`config.mk`:
```
export PLATFORM = sky130hd
export DESIGN_NAME = cs_calendar_supervision
export DESIGN_NICKNAME = d
export VERILOG_FILES = /design/src/cs_pkg.sv /design/src/cs_calendar_supervision.sv /design/src/cs_word_store.sv
export SDC_FILE = /design/constraint.sdc
export NUM_CORES = 1
export LEC_CHECK = 0
export ABC_AREA = 1
export BUFFER_PORTS_ARGS = -buffer_cell sky130_fd_sc_hd__buf_2
export CAP_MARGIN = 20
export CORE_MARGIN = 5
export CORE_UTILIZATION = 56
export CTS_CLUSTER_DIAMETER = 200
export DETAILED_ROUTE_END_ITERATION = 10
export PLACE_DENSITY = 0.88
export REMOVE_ABC_BUFFERS = 1
export SLEW_MARGIN = 20
export SYNTH_ARGS = -nofsm -noshare
export SYNTH_HDL_FRONTEND = slang
export SYNTH_SLANG_ARGS = --single-unit
```
`constraint.sdc`:
```
create_clock -name CLK_IN -period 5.46 [get_ports CLK_IN]
set_input_delay 0.273 -clock CLK_IN [delete_from_list [all_inputs] [get_ports CLK_IN]]
set_output_delay 0.273 -clock CLK_IN [all_outputs]
set_load 0.05 [all_outputs]
```
`src/cs_pkg.sv`:
```
/*
 * Shared constants for the calendar supervision block: register map,
 * field positions, calendar limits, operation codes and timing.
 * Assumes a single 200 MHz clock and a 32-bit classic Wishbone slave.
 */
package cs_pkg;

	// ------------------------------------------------------------
	// Timing
	// ------------------------------------------------------------
	localparam int unsigned CLK_HZ          = 200_000_000;
	localparam int unsigned TICK_HZ         = 1000;
	localparam int unsigned TICK_CYCLES     = CLK_HZ / TICK_HZ;
	localparam int unsigned STARTUP_WAIT_S  = 10;
	localparam int unsigned ABSENT_WAIT_MIN = 1;
	localparam int unsigned SEC_PER_MIN     = 60;
	localparam int unsigned STARTUP_TICKS   = STARTUP_WAIT_S * TICK_HZ;
	localparam int unsigned ABSENT_TICKS    = ABSENT_WAIT_MIN * SEC_PER_MIN * TICK_HZ;
	localparam logic [15:0] LAPSE_LIMIT_DAYS = 16'h0007;

	// ------------------------------------------------------------
	// Calendar word store
	// ------------------------------------------------------------
	localparam int unsigned CAL_DEPTH  = 8;
	localparam int unsigned CAL_WORD_W = 16;
	localparam logic [2:0]  IDX_YEAR    = 3'h0;
	localparam logic [2:0]  IDX_WEEKDAY = 3'h1;
	localparam logic [2:0]  IDX_MONTH   = 3'h2;
	localparam logic [2:0]  IDX_DAY     = 3'h3;
	localparam logic [2:0]  IDX_HOUR    = 3'h4;
	localparam logic [2:0]  IDX_MINUTE  = 3'h5;
	localparam logic [2:0]  IDX_SECOND  = 3'h6;

	// Limits, year 2000..2099
	localparam logic [15:0] YEAR_MIN   = 16'h07D0;
	localparam logic [15:0] YEAR_MAX   = 16'h0833;
	localparam logic [15:0] ONE_MIN    = 16'h0001;
	localparam logic [15:0] WDAY_MAX   = 16'h0007;
	localparam logic [15:0] MONTH_MAX  = 16'h000C;
	localparam logic [15:0] DAY_MAX    = 16'h001F;
	localparam logic [15:0] HOUR_MAX   = 16'h0017;
	localparam logic [15:0] MINSEC_MAX = 16'h003B;
	localparam logic [7:0]  SEC_WRAP   = 8'h3C;
	localparam logic [7:0]  HOUR_WRAP  = 8'h18;

	// Packed time operand {hour, minute, second}
	localparam int unsigned T_HOUR_LSB = 16;
	localparam int unsigned T_MIN_LSB  = 8;
	localparam int unsigned T_SEC_LSB  = 0;

	// ------------------------------------------------------------
	// Register map (byte addresses)
	// ------------------------------------------------------------
	localparam logic [7:0] ADR_YEAR    = 8'h00;
	localparam logic [7:0] ADR_WEEKDAY = 8'h04;
	localparam logic [7:0] ADR_MONTH   = 8'h08;
	localparam logic [7:0] ADR_DAY     = 8'h0C;
	localparam logic [7:0] ADR_HOUR    = 8'h10;
	localparam logic [7:0] ADR_MINUTE  = 8'h14;
	localparam logic [7:0] ADR_SECOND  = 8'h18;
	localparam logic [7:0] ADR_FLAGS   = 8'h1C;
	localparam logic [7:0] ADR_CTRL    = 8'h20;
	localparam logic [7:0] ADR_OPA     = 8'h24;
	localparam logic [7:0] ADR_OPB     = 8'h28;
	localparam logic [7:0] ADR_OPC     = 8'h2C;
	localparam logic [7:0] ADR_CMD     = 8'h30;
	localparam logic [7:0] ADR_RESULT  = 8'h34;
	localparam logic [7:0] ADR_IRQ_STS = 8'h38;
	localparam logic [7:0] ADR_IRQ_MSK = 8'h3C;

	// Flag register bits and the control register bit
	localparam int unsigned FLG_TIME_ERR     = 0;
	localparam int unsigned FLG_WARN_PRESENT = 1;
	localparam int unsigned FLG_RANGE_ERR    = 2;
	localparam int unsigned FLG_ACTIVE       = 3;
	localparam int unsigned FLG_CORR         = 4;
	localparam int unsigned FLG_TIMEOUT      = 5;
	localparam int unsigned FLG_PRESENT      = 6;
	localparam int unsigned CTRL_IGNORE      = 0;

	// Interrupt status and mask bits
	localparam int unsigned IRQ_W       = 4;
	localparam int unsigned IRQ_CORR    = 0;
	localparam int unsigned IRQ_TIMEOUT = 1;
	localparam int unsigned IRQ_RANGE   = 2;
	localparam int unsigned IRQ_DONE    = 3;

	// Operation codes
	localparam logic [2:0] OP_CMP  = 3'h1;
	localparam logic [2:0] OP_ZCP  = 3'h2;
	localparam logic [2:0] OP_ADD  = 3'h3;
	localparam logic [2:0] OP_SUB  = 3'h4;
	localparam logic [2:0] OP_READ = 3'h5;

	// ------------------------------------------------------------
	// Range check of one calendar word
	// ------------------------------------------------------------
	function automatic logic cs_word_ok(input logic [2:0] idx, input logic [15:0] v);
		unique case (idx)
			IDX_YEAR:    cs_word_ok = (v >= YEAR_MIN) && (v <= YEAR_MAX);
			IDX_WEEKDAY: cs_word_ok = (v >= ONE_MIN) && (v <= WDAY_MAX);
			IDX_MONTH:   cs_word_ok = (v >= ONE_MIN) && (v <= MONTH_MAX);
			IDX_DAY:     cs_word_ok = (v >= ONE_MIN) && (v <= DAY_MAX);
			IDX_HOUR:    cs_word_ok = v <= HOUR_MAX;
			IDX_MINUTE:  cs_word_ok = v <= MINSEC_MAX;
			IDX_SECOND:  cs_word_ok = v <= MINSEC_MAX;
			default:     cs_word_ok = 1'b0;
		endcase
	endfunction : cs_word_ok

endpackage : cs_pkg

```
`src/cs_calendar_supervision.sv`:
```
/*
 * Calendar readout and supervision: calendar words from the keypad clock,
 * activation, correction and refresh-timeout warnings, time operations,
 * Wishbone register slave and a masked level interrupt.
 * Assumes all keypad inputs are synchronous to CLK_IN.
 */
// The Wishbone slave port and the register addresses were left to the implementer.
`timescale 1ns/1ps
module cs_calendar_supervision
	import cs_pkg::*;
#(
	parameter int unsigned TICK_CYC      = TICK_CYCLES,
	parameter int unsigned STARTUP_LIMIT = STARTUP_TICKS,
	parameter int unsigned ABSENT_LIMIT  = ABSENT_TICKS
) (
	input  wire logic        CLK_IN,
	input  wire logic        RST_N_IN,
	input  wire logic        WB_CYC_IN,
	input  wire logic        WB_STB_IN,
	input  wire logic        WB_WE_IN,
	input  wire logic [7:0]  WB_ADR_IN,
	input  wire logic [3:0]  WB_SEL_IN,
	input  wire logic [31:0] WB_DAT_IN,
	output logic      [31:0] WB_DAT_OUT,
	output logic             WB_ACK_OUT,
	input  wire logic        KP_PRESENT_IN,
	input  wire logic [15:0] KP_ID_IN,
	input  wire logic [15:0] KP_OFF_DAYS_IN,
	input  wire logic        KP_WR_IN,
	input  wire logic [2:0]  KP_IDX_IN,
	input  wire logic [15:0] KP_DATA_IN,
	output logic             CAL_WARN_OUT,
	output logic             TIME_CORR_WARN_OUT,
	output logic             REFRESH_TIMEOUT_WARN_OUT,
	output logic             IRQ_OUT
);

	// ------------------------------------------------------------
	// State
	// ------------------------------------------------------------
	typedef struct packed {
		logic             pend;
		logic             ack;
		logic [31:0]      dat;
		logic             ignore;
		logic [23:0]      opa;
		logic [23:0]      opb;
		logic [23:0]      opc;
		logic [31:0]      result;
		logic             rng_err;
		logic             active;
		logic [IRQ_W-1:0] sts;
		logic [IRQ_W-1:0] msk;
		logic             irq;
		logic             seen;
		logic             chk_done;
		logic [15:0]      kp_id;
		logic [6:0]       bad;
		logic [23:0]      now;
		logic             pend_corr;
		logic             pend_rt;
		logic             warn_corr;
		logic             warn_rt;
		logic             cal_warn;
		logic [31:0]      tick_cnt;
		logic [31:0]      start_cnt;
		logic [31:0]      abs_cnt;
	} cs_state_t;

	cs_state_t        s_q, s_d;
	logic [15:0]      mem_rd;
	logic             bus_req;
	logic             bus_wr;
	logic             tick;
	logic             wr_cmd;
	logic [31:0]      flags;

	function automatic logic [31:0] merge(input logic [31:0] old, input logic [31:0] nw,
		input logic [3:0] sel);
		merge = old;
		for (int b = 0; b < 4; b++) begin
			if (sel[b]) merge[8*b +: 8] = nw[8*b +: 8];
		end
	endfunction : merge

	function automatic logic time_ok(input logic [23:0] t);
		time_ok = cs_word_ok(IDX_HOUR, {8'h00, t[T_HOUR_LSB +: 8]}) &&
			cs_word_ok(IDX_MINUTE, {8'h00, t[T_MIN_LSB +: 8]}) &&
			cs_word_ok(IDX_SECOND, {8'h00, t[T_SEC_LSB +: 8]});
	endfunction : time_ok

	// Calendar words live in the store; the keypad is their only writer
	cs_word_store u_store (
		.clk_in      (CLK_IN),
		.rst_n_in    (RST_N_IN),
		.wr_en_in    (KP_WR_IN),
		.wr_idx_in   (KP_IDX_IN),
		.wr_data_in  (KP_DATA_IN),
		.rd_idx_in   (WB_ADR_IN[4:2]),
		.rd_data_out (mem_rd)
	);

	assign bus_req = WB_CYC_IN & WB_STB_IN;
	assign bus_wr  = bus_req & WB_WE_IN & s_q.ack;
	assign tick    = s_q.tick_cnt == TICK_CYC - 1;
	assign wr_cmd  = bus_wr && (WB_ADR_IN == ADR_CMD) && WB_SEL_IN[0];

	always_comb begin
		flags = '0;
		flags[FLG_TIME_ERR]     = |s_q.bad;
		flags[FLG_WARN_PRESENT] = s_q.warn_corr | s_q.warn_rt;
		flags[FLG_RANGE_ERR]    = s_q.rng_err;
		flags[FLG_ACTIVE]       = s_q.active;
		flags[FLG_CORR]         = s_q.warn_corr;
		flags[FLG_TIMEOUT]      = s_q.warn_rt;
		flags[FLG_PRESENT]      = KP_PRESENT_IN;
	end

	// ------------------------------------------------------------
	// Next state
	// ------------------------------------------------------------
	always_comb begin
		logic [IRQ_W-1:0] set;
		logic [IRQ_W-1:0] clr;
		logic [7:0]       hs;
		logic [7:0]       hm;
		logic [7:0]       hh;
		logic             cy;
		logic             cy2;
		logic             bad_op;
		logic [31:0]      mrg;
		set    = '0;
		clr    = '0;
		hs     = '0;
		hm     = '0;
		hh     = '0;
		cy     = 1'b0;
		cy2    = 1'b0;
		bad_op = 1'b0;
		mrg    = '0;
		s_d    = s_q;
		s_d.ack = 1'b0;

		// Bus: request taken, then data registered with ack one cycle later
		if (bus_req && !s_q.pend && !s_q.ack) begin
			s_d.pend = 1'b1;
		end
		if (s_q.pend) begin
			s_d.pend = 1'b0;
			s_d.ack  = 1'b1;
			unique case (WB_ADR_IN)
				ADR_YEAR, ADR_WEEKDAY, ADR_MONTH, ADR_DAY,
				ADR_HOUR, ADR_MINUTE, ADR_SECOND: s_d.dat = {16'h0000, mem_rd};
				ADR_FLAGS:   s_d.dat = flags;
				ADR_CTRL:    s_d.dat = {31'h0000_0000, s_q.ignore};
				ADR_OPA:     s_d.dat = {8'h00, s_q.opa};
				ADR_OPB:     s_d.dat = {8'h00, s_q.opb};
				ADR_OPC:     s_d.dat = {8'h00, s_q.opc};
				ADR_RESULT:  s_d.dat = s_q.result;
				ADR_IRQ_STS: s_d.dat = {28'h000_0000, s_q.sts};
				ADR_IRQ_MSK: s_d.dat = {28'h000_0000, s_q.msk};
				default:     s_d.dat = 32'h0000_0000;
			endcase
		end

		// Bus writes take effect at the acknowledging edge
		if (bus_wr) begin
			// Old value first, so unselected bytes keep their contents
			unique case (WB_ADR_IN)
				ADR_CTRL:    mrg = {31'h0000_0000, s_q.ignore};
				ADR_OPA:     mrg = {8'h00, s_q.opa};
				ADR_OPB:     mrg = {8'h00, s_q.opb};
				ADR_OPC:     mrg = {8'h00, s_q.opc};
				ADR_IRQ_MSK: mrg = {28'h000_0000, s_q.msk};
				default:     mrg = 32'h0000_0000;
			endcase
			mrg = merge(mrg, WB_DAT_IN, WB_SEL_IN);
			unique case (WB_ADR_IN)
				ADR_CTRL:    s_d.ignore = mrg[CTRL_IGNORE];
				ADR_OPA:     s_d.opa = mrg[23:0];
				ADR_OPB:     s_d.opb = mrg[23:0];
				ADR_OPC:     s_d.opc = mrg[23:0];
				ADR_IRQ_STS: clr = mrg[IRQ_W-1:0];
				ADR_IRQ_MSK: s_d.msk = mrg[IRQ_W-1:0];
				default: ;
			endcase
		end

		// Time operations on packed {hour, minute, second}
		if (wr_cmd) begin
			unique case (WB_DAT_IN[2:0])
				OP_CMP: begin
					bad_op = !time_ok(s_q.opa) || !time_ok(s_q.opb);
					s_d.result = {29'h0000_0000, s_q.opa > s_q.opb, s_q.opa == s_q.opb,
						s_q.opa < s_q.opb};
				end
				OP_ZCP: begin
					bad_op = !time_ok(s_q.opa) || !time_ok(s_q.opb) || !time_ok(s_q.opc);
					s_d.result = {29'h0000_0000, s_q.opc > s_q.opb,
						(s_q.opc >= s_q.opa) && (s_q.opc <= s_q.opb), s_q.opc < s_q.opa};
				end
				OP_ADD: begin
					bad_op = !time_ok(s_q.opa) || !time_ok(s_q.opb);
					hs  = s_q.opa[T_SEC_LSB +: 8] + s_q.opb[T_SEC_LSB +: 8];
					cy  = hs >= SEC_WRAP;
					hs  = cy ? hs - SEC_WRAP : hs;
					hm  = s_q.opa[T_MIN_LSB +: 8] + s_q.opb[T_MIN_LSB +: 8] + {7'h00, cy};
					cy2 = hm >= SEC_WRAP;
					hm  = cy2 ? hm - SEC_WRAP : hm;
					hh  = s_q.opa[T_HOUR_LSB +: 8] + s_q.opb[T_HOUR_LSB +: 8] + {7'h00, cy2};
					hh  = (hh >= HOUR_WRAP) ? hh - HOUR_WRAP : hh;
					s_d.result = {8'h00, hh, hm, hs};
				end
				OP_SUB: begin
					bad_op = !time_ok(s_q.opa) || !time_ok(s_q.opb);
					cy  = s_q.opa[T_SEC_LSB +: 8] < s_q.opb[T_SEC_LSB +: 8];
					hs  = s_q.opa[T_SEC_LSB +: 8] - s_q.opb[T_SEC_LSB +: 8] + (cy ? SEC_WRAP : 8'h00);
					hm  = s_q.opb[T_MIN_LSB +: 8] + {7'h00, cy};
					cy2 = s_q.opa[T_MIN_LSB +: 8] < hm;
					hm  = s_q.opa[T_MIN_LSB +: 8] - hm + (cy2 ? SEC_WRAP : 8'h00);
					hh  = s_q.opb[T_HOUR_LSB +: 8] + {7'h00, cy2};
					hh  = (s_q.opa[T_HOUR_LSB +: 8] < hh) ?
						s_q.opa[T_HOUR_LSB +: 8] + HOUR_WRAP - hh : s_q.opa[T_HOUR_LSB +: 8] - hh;
					s_d.result = {8'h00, hh, hm, hs};
				end
				OP_READ: begin
					s_d.result = {8'h00, s_q.now};
				end
				default: ;
			endcase
			if (WB_DAT_IN[2:0] inside {OP_CMP, OP_ZCP, OP_ADD, OP_SUB, OP_READ}) begin
				s_d.active  = 1'b1;
				s_d.rng_err = bad_op;
				if (bad_op) s_d.result = 32'h0000_0000;
				set[IRQ_DONE]  = 1'b1;
				set[IRQ_RANGE] = bad_op;
			end
		end

		// Keypad attach and exchange
		if (KP_PRESENT_IN && !s_q.seen) begin
			s_d.seen  = 1'b1;
			s_d.kp_id = KP_ID_IN;
		end else if (KP_PRESENT_IN && (KP_ID_IN != s_q.kp_id)) begin
			s_d.kp_id = KP_ID_IN;
			if (s_q.active) s_d.pend_corr = 1'b1;
		end

		// Keypad time words: validity and startup check
		if (KP_WR_IN && (KP_IDX_IN != 3'h7)) begin
			s_d.bad[KP_IDX_IN] = !cs_word_ok(KP_IDX_IN, KP_DATA_IN);
			if (KP_IDX_IN == IDX_HOUR) s_d.now[T_HOUR_LSB +: 8] = KP_DATA_IN[7:0];
			if (KP_IDX_IN == IDX_MINUTE) s_d.now[T_MIN_LSB +: 8] = KP_DATA_IN[7:0];
			if (KP_IDX_IN == IDX_SECOND) s_d.now[T_SEC_LSB +: 8] = KP_DATA_IN[7:0];
			if ((KP_IDX_IN == IDX_SECOND) && !s_q.chk_done) begin
				s_d.chk_done = 1'b1;
				if ((KP_OFF_DAYS_IN > LAPSE_LIMIT_DAYS) || (|s_d.bad)) begin
					s_d.pend_corr = 1'b1;
				end
			end
		end

		// Millisecond divider and supervision timers
		s_d.tick_cnt = tick ? 32'h0000_0000 : s_q.tick_cnt + 32'h0000_0001;
		if (tick && !s_q.seen && (s_q.start_cnt < STARTUP_LIMIT)) begin
			s_d.start_cnt = s_q.start_cnt + 32'h0000_0001;
			if (s_d.start_cnt == STARTUP_LIMIT) s_d.pend_rt = 1'b1;
		end
		// Absence counts only while the calendar runs normally
		if (KP_PRESENT_IN || !s_q.active || !s_q.seen || s_q.warn_rt) begin
			s_d.abs_cnt = 32'h0000_0000;
		end else if (tick && (s_q.abs_cnt < ABSENT_LIMIT)) begin
			s_d.abs_cnt = s_q.abs_cnt + 32'h0000_0001;
			if (s_d.abs_cnt == ABSENT_LIMIT) s_d.pend_rt = 1'b1;
		end

		// Warnings: shown once active, the two flags cleared only by reset; CAL_WARN_OUT drops while ignore is set
		s_d.warn_corr = s_q.warn_corr | (s_d.pend_corr & s_d.active);
		s_d.warn_rt   = s_q.warn_rt | (s_d.pend_rt & s_d.active);
		s_d.cal_warn  = (s_d.warn_corr | s_d.warn_rt) & ~s_d.ignore;
		set[IRQ_CORR]    = s_d.warn_corr & ~s_q.warn_corr;
		set[IRQ_TIMEOUT] = s_d.warn_rt & ~s_q.warn_rt;

		// Set wins over a write-one clear in the same cycle
		s_d.sts = (s_q.sts & ~clr) | set;
		s_d.irq = |(s_d.sts & s_d.msk);
	end

	always_ff @(posedge CLK_IN or negedge RST_N_IN) begin
		if (!RST_N_IN) begin
			s_q <= '0;
		end else begin
			s_q <= s_d;
		end
	end

	assign WB_DAT_OUT               = s_q.dat;
	assign WB_ACK_OUT               = s_q.ack;
	assign CAL_WARN_OUT             = s_q.cal_warn;
	assign TIME_CORR_WARN_OUT       = s_q.warn_corr;
	assign REFRESH_TIMEOUT_WARN_OUT = s_q.warn_rt;
	assign IRQ_OUT                  = s_q.irq;
endmodule : cs_calendar_supervision

```
`src/cs_word_store.sv`:
```
/*
 * Calendar word store: eight 16-bit words, one write port fed by the
 * keypad, one read port whose data come out of a register.
 * Assumes the read index is held stable for a cycle before use.
 */
`timescale 1ns/1ps
module cs_word_store
	import cs_pkg::*;
(
	input  wire logic                  clk_in,
	input  wire logic                  rst_n_in,
	input  wire logic                  wr_en_in,
	input  wire logic [2:0]            wr_idx_in,
	input  wire logic [CAL_WORD_W-1:0] wr_data_in,
	input  wire logic [2:0]            rd_idx_in,
	output logic      [CAL_WORD_W-1:0] rd_data_out
);

	typedef struct packed {
		logic [CAL_DEPTH-1:0][CAL_WORD_W-1:0] words;
		logic [CAL_WORD_W-1:0]                rd;
	} cs_store_t;

	cs_store_t m_q, m_d;

	always_comb begin
		m_d = m_q;
		if (wr_en_in) begin
			m_d.words[wr_idx_in] = wr_data_in;
		end
		m_d.rd = m_q.words[rd_idx_in];
	end

	always_ff @(posedge clk_in or negedge rst_n_in) begin
		if (!rst_n_in) begin
			m_q <= '0;
		end else begin
			m_q <= m_d;
		end
	end

	assign rd_data_out = m_q.rd;

endmodule : cs_word_store

```
=== Word-level counts from Yosys, hierarchy flattened ===
Index checks and enable logic that the tools add are counted.

* Add/subtract/negate cells: 20
* Reduce and logical (&&, ||, !) cells: 77
* Muxes and demuxes: 110
* Equal/unequal tests: 32
* Bitwise gates (word level): 19
* Div/mod/pow operators: 0
* $lt $le $gt $ge: 35
* Shift-type cells: 0
* $mul: 0

{| class="wikitable"
|+ Operators by type and width
! operator !! count
|-
| $pmux 32 s9 || 1
|-
| $pmux 32 s5 || 1
|-
| $bwmux 128 || 1
|-
| $mux 32 || 4
|-
| $pmux 24 s5 || 1
|-
| $add 32x1->32 const B || 3
|-
| $mux 73 || 1
|-
| $mux 24 || 3
|-
| $mux 1 || 71
|-
| $mux 34 || 2
|-
| $eq 8x6->1 const B || 8
|-
| $mux 16 || 4
|-
| $mux 8 || 7
|-
| $bmux 16 s3 || 1
|-
| $demux 16 s3 || 1
|-
| $gt 24x24->1 || 2
|-
| $le 8x6->1 const B || 6
|-
| $lt 24x24->1 || 2
|-
| $logic_and 1x1->1 || 35
|-
| $add 8x1->8 || 4
|-
| $eq 32x14->1 const B || 1
|-
| $eq 32x16->1 const B || 1
|-
| $eq 32x18->1 const B || 1
|-
| $eq 8x5->1 const B || 4
|-
| other kinds (55) || 128
|}

* Input bits: 102
* Memory bits (writable): 0
* Output and inout bits: 37
* Memory bits (read-only): 0
* Word-level logic and storage cells: 330
* Latch bits: 0
* Register bits after elaboration: 444
* Memories: 0

=== Longest topological paths before layout ===
Gate-level depths: netlist (run 1).

* Word-level depth: 22
* Gate-level depth with buffers: 40
* Mapped depth without buffers: 40

=== Cells and area by module ===
A second synthesis (run 1) with hierarchy kept.

* Cells, all modules: 3,605
* Area total of the unflattened synthesis: 27,106.0 um2

{| class="wikitable"
|+ Modules (own cells, without submodules)
! module !! area each (um2) !! times used !! cells each
|-
| cs_calendar_supervision || 20,310.7 || 1 || 2,706
|-
| cs_word_store || 6,795.3 || 1 || 899
|}

=== Least setup slack after synthesis (run 1) ===
No wires, ideal clock.

* Path type: register to register
* Start: register s_q[217] in the netlist's numbering
* End: register s_q[184] in the netlist's numbering
* Path buffers: 0
* Cell stages (with the launch flop): 36
* Setup time: 116 ps
* Period minus slack after synthesis: 5,625 ps
* Slack: -165 ps
* Data required time: 5,344 ps
* Arrival: 5,509 ps
* Cell sequence: dfrtp_1 -> ha_1 -> fa_1 -> nand3_1 -> nand2_1 -> nand2_1 -> nand2_1 -> a21oi_2 -> xor2_2 -> inv_2 -> nand2_1 -> nor2_4 -> fa_1 -> fa_1 -> xor2_1 -> ha_1 -> nand2_1 -> nor2_2 -> nor2_2 -> nand2_2 -> inv_1 -> fa_1 -> fa_1 -> nor2_1 -> o21ai_0 -> nand2_1 -> a21oi_1 -> o21bai_1 -> xor2_1 -> nand2_1 -> nor2_1 -> nand2_1 -> nand4_1 -> nand2_1 -> nand2_1 -> nand2_1

* Longest elaborated chain between the ends: 11

{| class="wikitable"
|+ Ends and longest elaborated chain
! what !! RTL line !! RTL
|-
| from (decl) || cs_calendar_supervision.sv:70 || <nowiki>cs_state_t s_q, s_d;</nowiki>
|-
| from (signal assigned) || cs_calendar_supervision.sv:291 || <nowiki>s_q <= '0;</nowiki>
|-
| from (signal assigned) || cs_calendar_supervision.sv:293 || <nowiki>s_q <= s_d;</nowiki>
|-
| parallel branches: the longest is 10 deep, another holds $add 8x8->8 || - ||
|-
| $mux 34 * || cs_calendar_supervision.sv:231 || <nowiki>if (WB_DAT_IN[2:0] inside {OP_CMP, OP_ZCP, OP_ADD, OP_SUB, OP_READ}) begin</nowiki>
|}

Every way passes the cells marked *. The select of a mux whose other input is x is not followed.
A chain may end at the register's enable or synchronous reset.

=== Final worst setup path (run 1) ===
* Start: register s_q[219] in the netlist's numbering
* End: register s_q[184] in the netlist's numbering

Same word-level chain as after synthesis.

==> flow_summary_export.csv, run 1 <==
group,metric,value,unit
global_routing,grt_pass1_vias,23200,
placement,dp_cells,4034,
synthesis,yosysMostFrequentCell,"nand2_1",
drt,route.detailed.drc,0,
finish,drive_above_1_share,15.4,%
status,outcome,"completed",
setup_path,slowest_stage,"dfrtp_1",
drt,ant_nets,0,
cts,cts-buffers-inserted,48,
sta,fin_crit,5.46,ns
synthesis,synth_area_leaders,"dfrtp_1 (42%), nand2_1 (13%), ha_1 (6.6%)",
pwr,p_switching,0.00275,W
setup_path,critPathMaxFanout,3,
global_routing,antenna_found_initial,4,
synthesis,ys_seq_elements,444,
cts,tritoncts,"built",
synthesis,synthCells,3358,
sta,finalHoldViolations,0,
sta,timing.final.crit_share,100,%
cts,path_clk_slew,0.06,ns
drt,routed_via_density,5.86,
global_routing,grt.overflow.total,0,
die,die-area,51800,sq um
finish,stdcell_count,4178,
finish,multi_input_area,13600,sq um
run,maxCapViolCount,0,
finish,ff_latch_area,11100,sq um
setup_path,reg2regPathDepth,39,
setup_path,crit_type,"reg2reg",
sta,slew_headroom,26.5,%
global_routing,grt_max_degree,152,
sta,finalMaxSlewViolations,0,
synthesis,netlist.area_leader.share,41.9,%
sta,rsz0062_at_grt,"true",
synthesis,yosys_most_used_dff,"dfrtp_1",
drt,vias,24500,
setup_path,path_depth,39,
synthesis,synth.cell_area,26500,sq um
pwr,p_sw_share,30.4,%
pwr,pwr-share-clk,37.0,%
die,start_util,56.8,%
placement,pre_cts_ws,-0.377,ns
hold_path,min_path_cells,5,
synthesis,async_flop_share,100,%
setup_path,end_kind,"register",
finish,final_net_count,3794,
synthesis,synthDominantAreaCellType,"dfrtp_1",
setup_path,crit_buf_inv,6,
sta,fin_skew,0.0297,ns
setup_path,cp.arrival,5.95,ns
sta,max_slew.worst_pin.slew,1.10,ns
pwr,power_density,297,nW/um^2
hold_path,hold_path_class,"in2reg",
cts,worstSkewPairLatency,0.61,ns
setup_path,cpPeakStageDelay,0.38,ns
global_routing,track_usage,28.9,%
pwr,p_int,0.00631,W
setup_path,crit_required,5.95,ns
finish,syn2layout_area_growth,15.0,%
synthesis,synth-edff-count,0,
sta,fmax,183,MHz
placement,place_congestion,0.965,
drt,drtPass1Iterations,7,
cts,htree_levels,2,
setup_path,rrSetupSlack,0.003,ns
die,die_x,228,um
pwr,p_leak,15.2,nW
die,coreArea,46700,sq um
pwr,p_seq_share,40.9,%
drt,wirelength,77.2,mm
synthesis,ys_top_cells_by_count,"nand2_1 (906), dfrtp_1 (444), inv_1 (405), o21ai_0 (315), nor2_1 (232)",
setup_path,cp-start-kind,"register",
drt,drt_iter0_markers,3395,
cts,cts.sinks,444,
finish,final_core_util,65.4,%
global_routing,grt_pass1_wl,121,mm
die,rows,79,
cts,clk_path_buf_depth,3,
pwr,ir_drop,0.227,mV
sta,worst_slack,0.00268,ns
die,io_pins,139,
synthesis,seq_area_frac_synth,41.9,%
die,die_y,228,um
synthesis,yosysWarnings,0,
setup_path,path_delay_family,"adder cells",
synthesis,avgSynthCellArea,7.90,sq um
pwr,p_comb_share,22.1,%
synthesis,synth_cell_types,70,
finish,fill_cells,3635,
placement,port_buffers,126,
drt,wl_per_cell,18.5,um
setup_path,crit_path_frequent_cell,"nand2_1",
cts,clock-root-buffer,"clkbuf_16",
sta,setup_viol,0,
placement,hpwlAfterDp,52.9,mm
layout make-up:
type / count / area share [%]
diodes: 2 / 0.0164
repair buffers: 266 / 5.94
clock inverters: 25 / 1.06
clock buffers: 64 / 4.27
multi-input cells: 2349 / 44.6
well taps: 607 / 2.49
inverters: 421 / 5.19
flip-flops and latches: 444 / 36.4
worst reg2reg max path, delay by kind of cell (launching register included):
family | cells | cell delay [ns]
AOI/OAI and AO/OA | 9 | 1.39
xor gates and xnor gates | 2 | 0.28
adders and majority gates | 7 | 1.47
buffers and inverters | 6 | 0.60
DFF | 1 | 0.38
and+or+nand+nor | 15 | 1.24
layout by cell type, fill, tap and decap left out, types with 23 or more instances in the layout:
master and count:
nor2_1 223, ha_1 120, dlygate4sd3_1 24, o22ai_1 32
nand4_1 66, nor3_1 43, clkbuf_16 48, inv_2 24
mux2_2 24, o21ai_0 306, buf_4 110, a221oi_1 23
nand2_2 31, xor2_1 43, nand2_1 892, nand3_1 120
inv_1 393, a21oi_1 92, buf_2 125, dfrtp_1 443
per-layer routing:
layer  wire length [um]  part of all wire (%)  global-route usage, %  vias up
li1                   -                     -                      -    11300
met1              30900                    40                   39.8    11500
met2              35300                    46                   46.0     1378
met3               7180                   9.3                   4.54      301
met4               3870                   5.0                   12.4        4
met5                 25                 0.032                      0        -
kinds of logic after synthesis:
group | synth area share [%]
XOR/XNOR | 2.52
multiplexers | 1.06
adder cells (fa/ha/maj) | 8.30
buffers and inverters | 8.65
AND/OR/NAND/NOR | 24.4
flip-flops | 41.9
AO/OA/AOI/OAI | 13.1
power by group through the flow:
stage	clock, W	combinational, W	sequential, W
after CTS	0.00339	0.00172	0.00370
final	0.00336	0.00200	0.00371
after floorplan	0	0.00106	0.00373
after detailed placement	0	0.00159	0.00375
after global routing	0.00352	0.00220	0.00373
after global placement	0	0.00154	0.00374
metrics by stage:
step           power [W]  instance area [sq um]  hold WS [ns]  TNS (ns)
6_report         0.00907                  30500        0.0191         0
5_1_grt          0.00945                  30500        0.0262     -1.23
2_1_floorplan    0.00479                  25800       -0.0226    -0.729
3_3_place_gp     0.00529                  27900         0.343     -1.02
4_1_cts          0.00880                  30000       0.00419         0
3_5_place_dp     0.00535                  27900         0.350     -1.88
state kept, by name, indices dropped and copies added (netlist names):
name,flops
CAL_WARN_OUT,1
flags,2
TIME_CORR_WARN_OUT,1
u_store.m_q,128
s_q,261
IRQ_OUT,1
REFRESH_TIMEOUT_WARN_OUT,1
u_store.rd_data_out,16
WB_ACK_OUT,1
WB_DAT_OUT,32
what timing repair did:
action,4_1_cts,5_1_grt
endpoints found under the setup margin,6,7
pin swaps,16,31
hold endpoints to repair,115,0
hold buffers,24,0
setup buffers,15,12
resized for setup,32,83
gates cloned,0,0
final timing paths:
| kind | from | end |
|---|---|---|
| worst max register to register | s_q[219]$_DFFE_PN0P_ | s_q[184]$_DFFE_PN0P_ |
| min in group asynchronous | RST_N_IN | s_q[145]$_DFFE_PN0P_ |
| worst max-delay path | s_q[219]$_DFFE_PN0P_ | s_q[184]$_DFFE_PN0P_ |
| worst min register to register | s_q[63]$_DFFE_PN0P_ | s_q[63]$_DFFE_PN0P_ |
| worst min-delay path | WB_DAT_IN[19] | s_q[260]$_DFFE_PN0P_ |
| max in group asynchronous | RST_N_IN | WB_DAT_OUT[24]$_DFFE_PN0P_ |
Power figures use the tool's default switching activity.
==> run 2, diff against run 1 <==
Settings changed: PLACE_DENSITY 0.88 to 0.85, SLEW_MARGIN 20 to not set.
Clock period 5.46 ns to 6.3 ns, I/O delays scaled along.
==> run 2 against run 1 <==
  * Final cell count fell by 2.3%
  * Non-clock buffer count decreased by 91
  * Sequential cell count unchanged
  * Die area is the same
==> flow_summary_export.csv, run 2 (synthesis gave the netlist of run 1 again) <==
group,metric,value,unit
setup_path,path_delay_family,"adder cells",
cts,clock-root-buffer,"clkbuf_16",
sta,fin_crit,5.95,ns
setup_path,slowest_stage,"dfrtp_1",
cts,cts-buffers-inserted,48,
finish,largest_register,"s_q",
sta,setup_viol,0,
hold_path,min_from,"KP_PRESENT_IN",
setup_path,crit_required,6.80,ns
global_routing,grt_max_degree,169,
finish,syn2layout_area_growth,10.7,%
drt,drtPass1Iterations,6,
global_routing,grt.overflow.total,0,
setup_path,cpPeakStageDelay,0.42,ns
cts,path_clk_slew,0.06,ns
setup_path,crit_path_frequent_cell,"nand2_1",
finish,final_core_util,62.9,%
cts,cts.sinks,444,
setup_path,path_depth,38,
global_routing,antenna_found_initial,1,
setup_path,cp-start-kind,"register",
sta,slew_headroom,26.1,%
global_routing,track_usage,27.9,%
global_routing,grt_pass1_vias,22600,
drt,wl_per_cell,17.9,um
finish,layout_common_cells,"nand2_1 (905), dfrtp_1 (444), inv_1 (403)",
setup_path,critPathMaxFanout,6,
pwr,ir_drop,0.198,mV
setup_path,timing.rr.end,"s_q[180]$_DFFE_PN0P_",
pwr,power_density,254,nW/um^2
die,io_pins,139,
finish,fill_cells,3917,
sta,finalMaxSlewViolations,0,
sta,fin_skew,0.0407,ns
finish,final_common_cell,"nand2_1",
drt,drt_iter0_markers,2424,
drt,route.detailed.drc,0,
status,outcome,"completed",
sta,finalHoldViolations,0,
global_routing,grt_pass1_wl,117,mm
die,start_util,56.8,%
setup_path,rrSetupSlack,0.35,ns
pwr,p_leak,14.7,nW
setup_path,endpoint,"s_q[180]$_DFFE_PN0P_",
finish,num_antenna_cells,0,
sta,fmax,168,MHz
drt,ant_nets,0,
cts,worstSkewPairLatency,0.62,ns
setup_path,end_kind,"register",
die,coreArea,46700,sq um
die,die-area,51800,sq um
setup_path,cp.arrival,6.45,ns
placement,hpwlAfterDp,51.8,mm
die,die_y,228,um
finish,largest_reg_flops,261,
setup_path,reg2regPathDepth,38,
die,rows,79,
setup_path,timing.rr.start,"s_q[217]$_DFFE_PN0P_",
finish,drive_above_1_share,11.2,%
drt,vias,23600,
run,maxCapViolCount,0,
cts,clk_path_buf_depth,3,
cts,htree_levels,2,
drt,routed_via_density,5.77,
placement,port_buffers,126,
setup_path,crit_type,"reg2reg",
cts,tritoncts,"built",
sta,max_slew.worst_pin.slew,1.11,ns
sta,fin_tns_setup,0,ns
hold_path,hold_path_class,"in2reg",
placement,place_congestion,0.965,
sta,timing.final.crit_share,94.5,%
setup_path,startpoint,"s_q[217]$_DFFE_PN0P_",
die,die_x,228,um
setup_path,crit_buf_inv,3,
finish,final_net_count,3703,
drt,wirelength,73.2,mm
[run 2: cell count changes in the layout (fill, tap and decap cells not counted), sizes merged]
cell / previous run / this run
buf: 242 / 153
bufinv: 5 / 2
clkinv: 18 / 16
diode: 2 / 0
dlygate4sd3: 24 / 22
inv: 420 / 421
[run 2: layout make-up]
class	count	area (sq um)	area share, %
Timing Repair Buffer	175	1110	3.78
Tap cell	607	759	2.59
Inverter	421	1580	5.39
Clock buffer	64	1350	4.61
Multi-Input combinational cell	2349	13200	44.9
Sequential cell	444	11100	37.9
Clock inverter	21	239	0.815
[run 2: per-stage QoR]
step                hold WS, ns  instance area, sq um  instances  worst slack, ns  power [W]
global route             0.0184                 29300       4081          -0.0381    0.00782
CTS                     0.00149                 29200       4072            0.107    0.00743
floorplan                0.0194                 25800       3214            0.663    0.00415
detailed placement        0.328                 27400       3965            0.140    0.00457
global placement          0.326                 27400       3965            0.258    0.00453
finish                   0.0362                 29300       4081            0.348    0.00745
[run 2: routing by layer]
| metal | global-route usage (%) | wire, um | vias to the layer above |
|---|---|---|---|
| met4 | 9.70 | 2420 | 2 |
| met1 | 38.9 | 30900 | 11200 |
| li1 | - | - | 11100 |
| met2 | 44.4 | 33700 | 1080 |
| met3 | 5.03 | 6130 | 168 |
| met5 | 0 | 11 | - |
[run 2: how the worst min path moves through the flow]
| stage | end | cells after the start |
|---|---|---|
| 6_report | s_q[149]$_DFFE_PN0P_ | 2 |
| 5_1_grt | s_q[149]$_DFFE_PN0P_ | 2 |
| 4_1_cts | s_q[149]$_DFFE_PN0P_ | 2 |
| 3_5_place_dp | s_q[65]$_DFF_PN0_ | 1 |
| 3_3_place_gp | s_q[65]$_DFF_PN0_ | 1 |
| 2_1_floorplan | CAL_WARN_OUT$_DFF_PN0_ | 0 |
[run 2: worst register-to-register path: cells and delay by family (launching register included)]
| kind | cells | cell delay, ns |
|---|---|---|
| xor+xnor | 3 | 0.52 |
| fa+ha+maj | 6 | 2.18 |
| compound gates | 5 | 0.66 |
| flops | 1 | 0.42 |
| simple gates | 21 | 1.85 |
| buf+inv | 3 | 0.22 |
[run 2: power by group]
group | total [W] | switching, W | leakage [nW] | internal [W]
Clock | 0.00284 | 0.00123 | 0.778 | 0.00161
Sequential | 0.00321 | 0.000129 | 5.52 | 0.00308
Combinational | 0.00140 | 0.000878 | 8.40 | 0.000521
[run 2: timing repair]
item,4_1_cts,5_1_grt
endpoints found under the setup margin,0,6
hold buffers,22,0
setup buffers,0,8
endpoints found under the hold margin,95,0
gates resized for setup,0,17
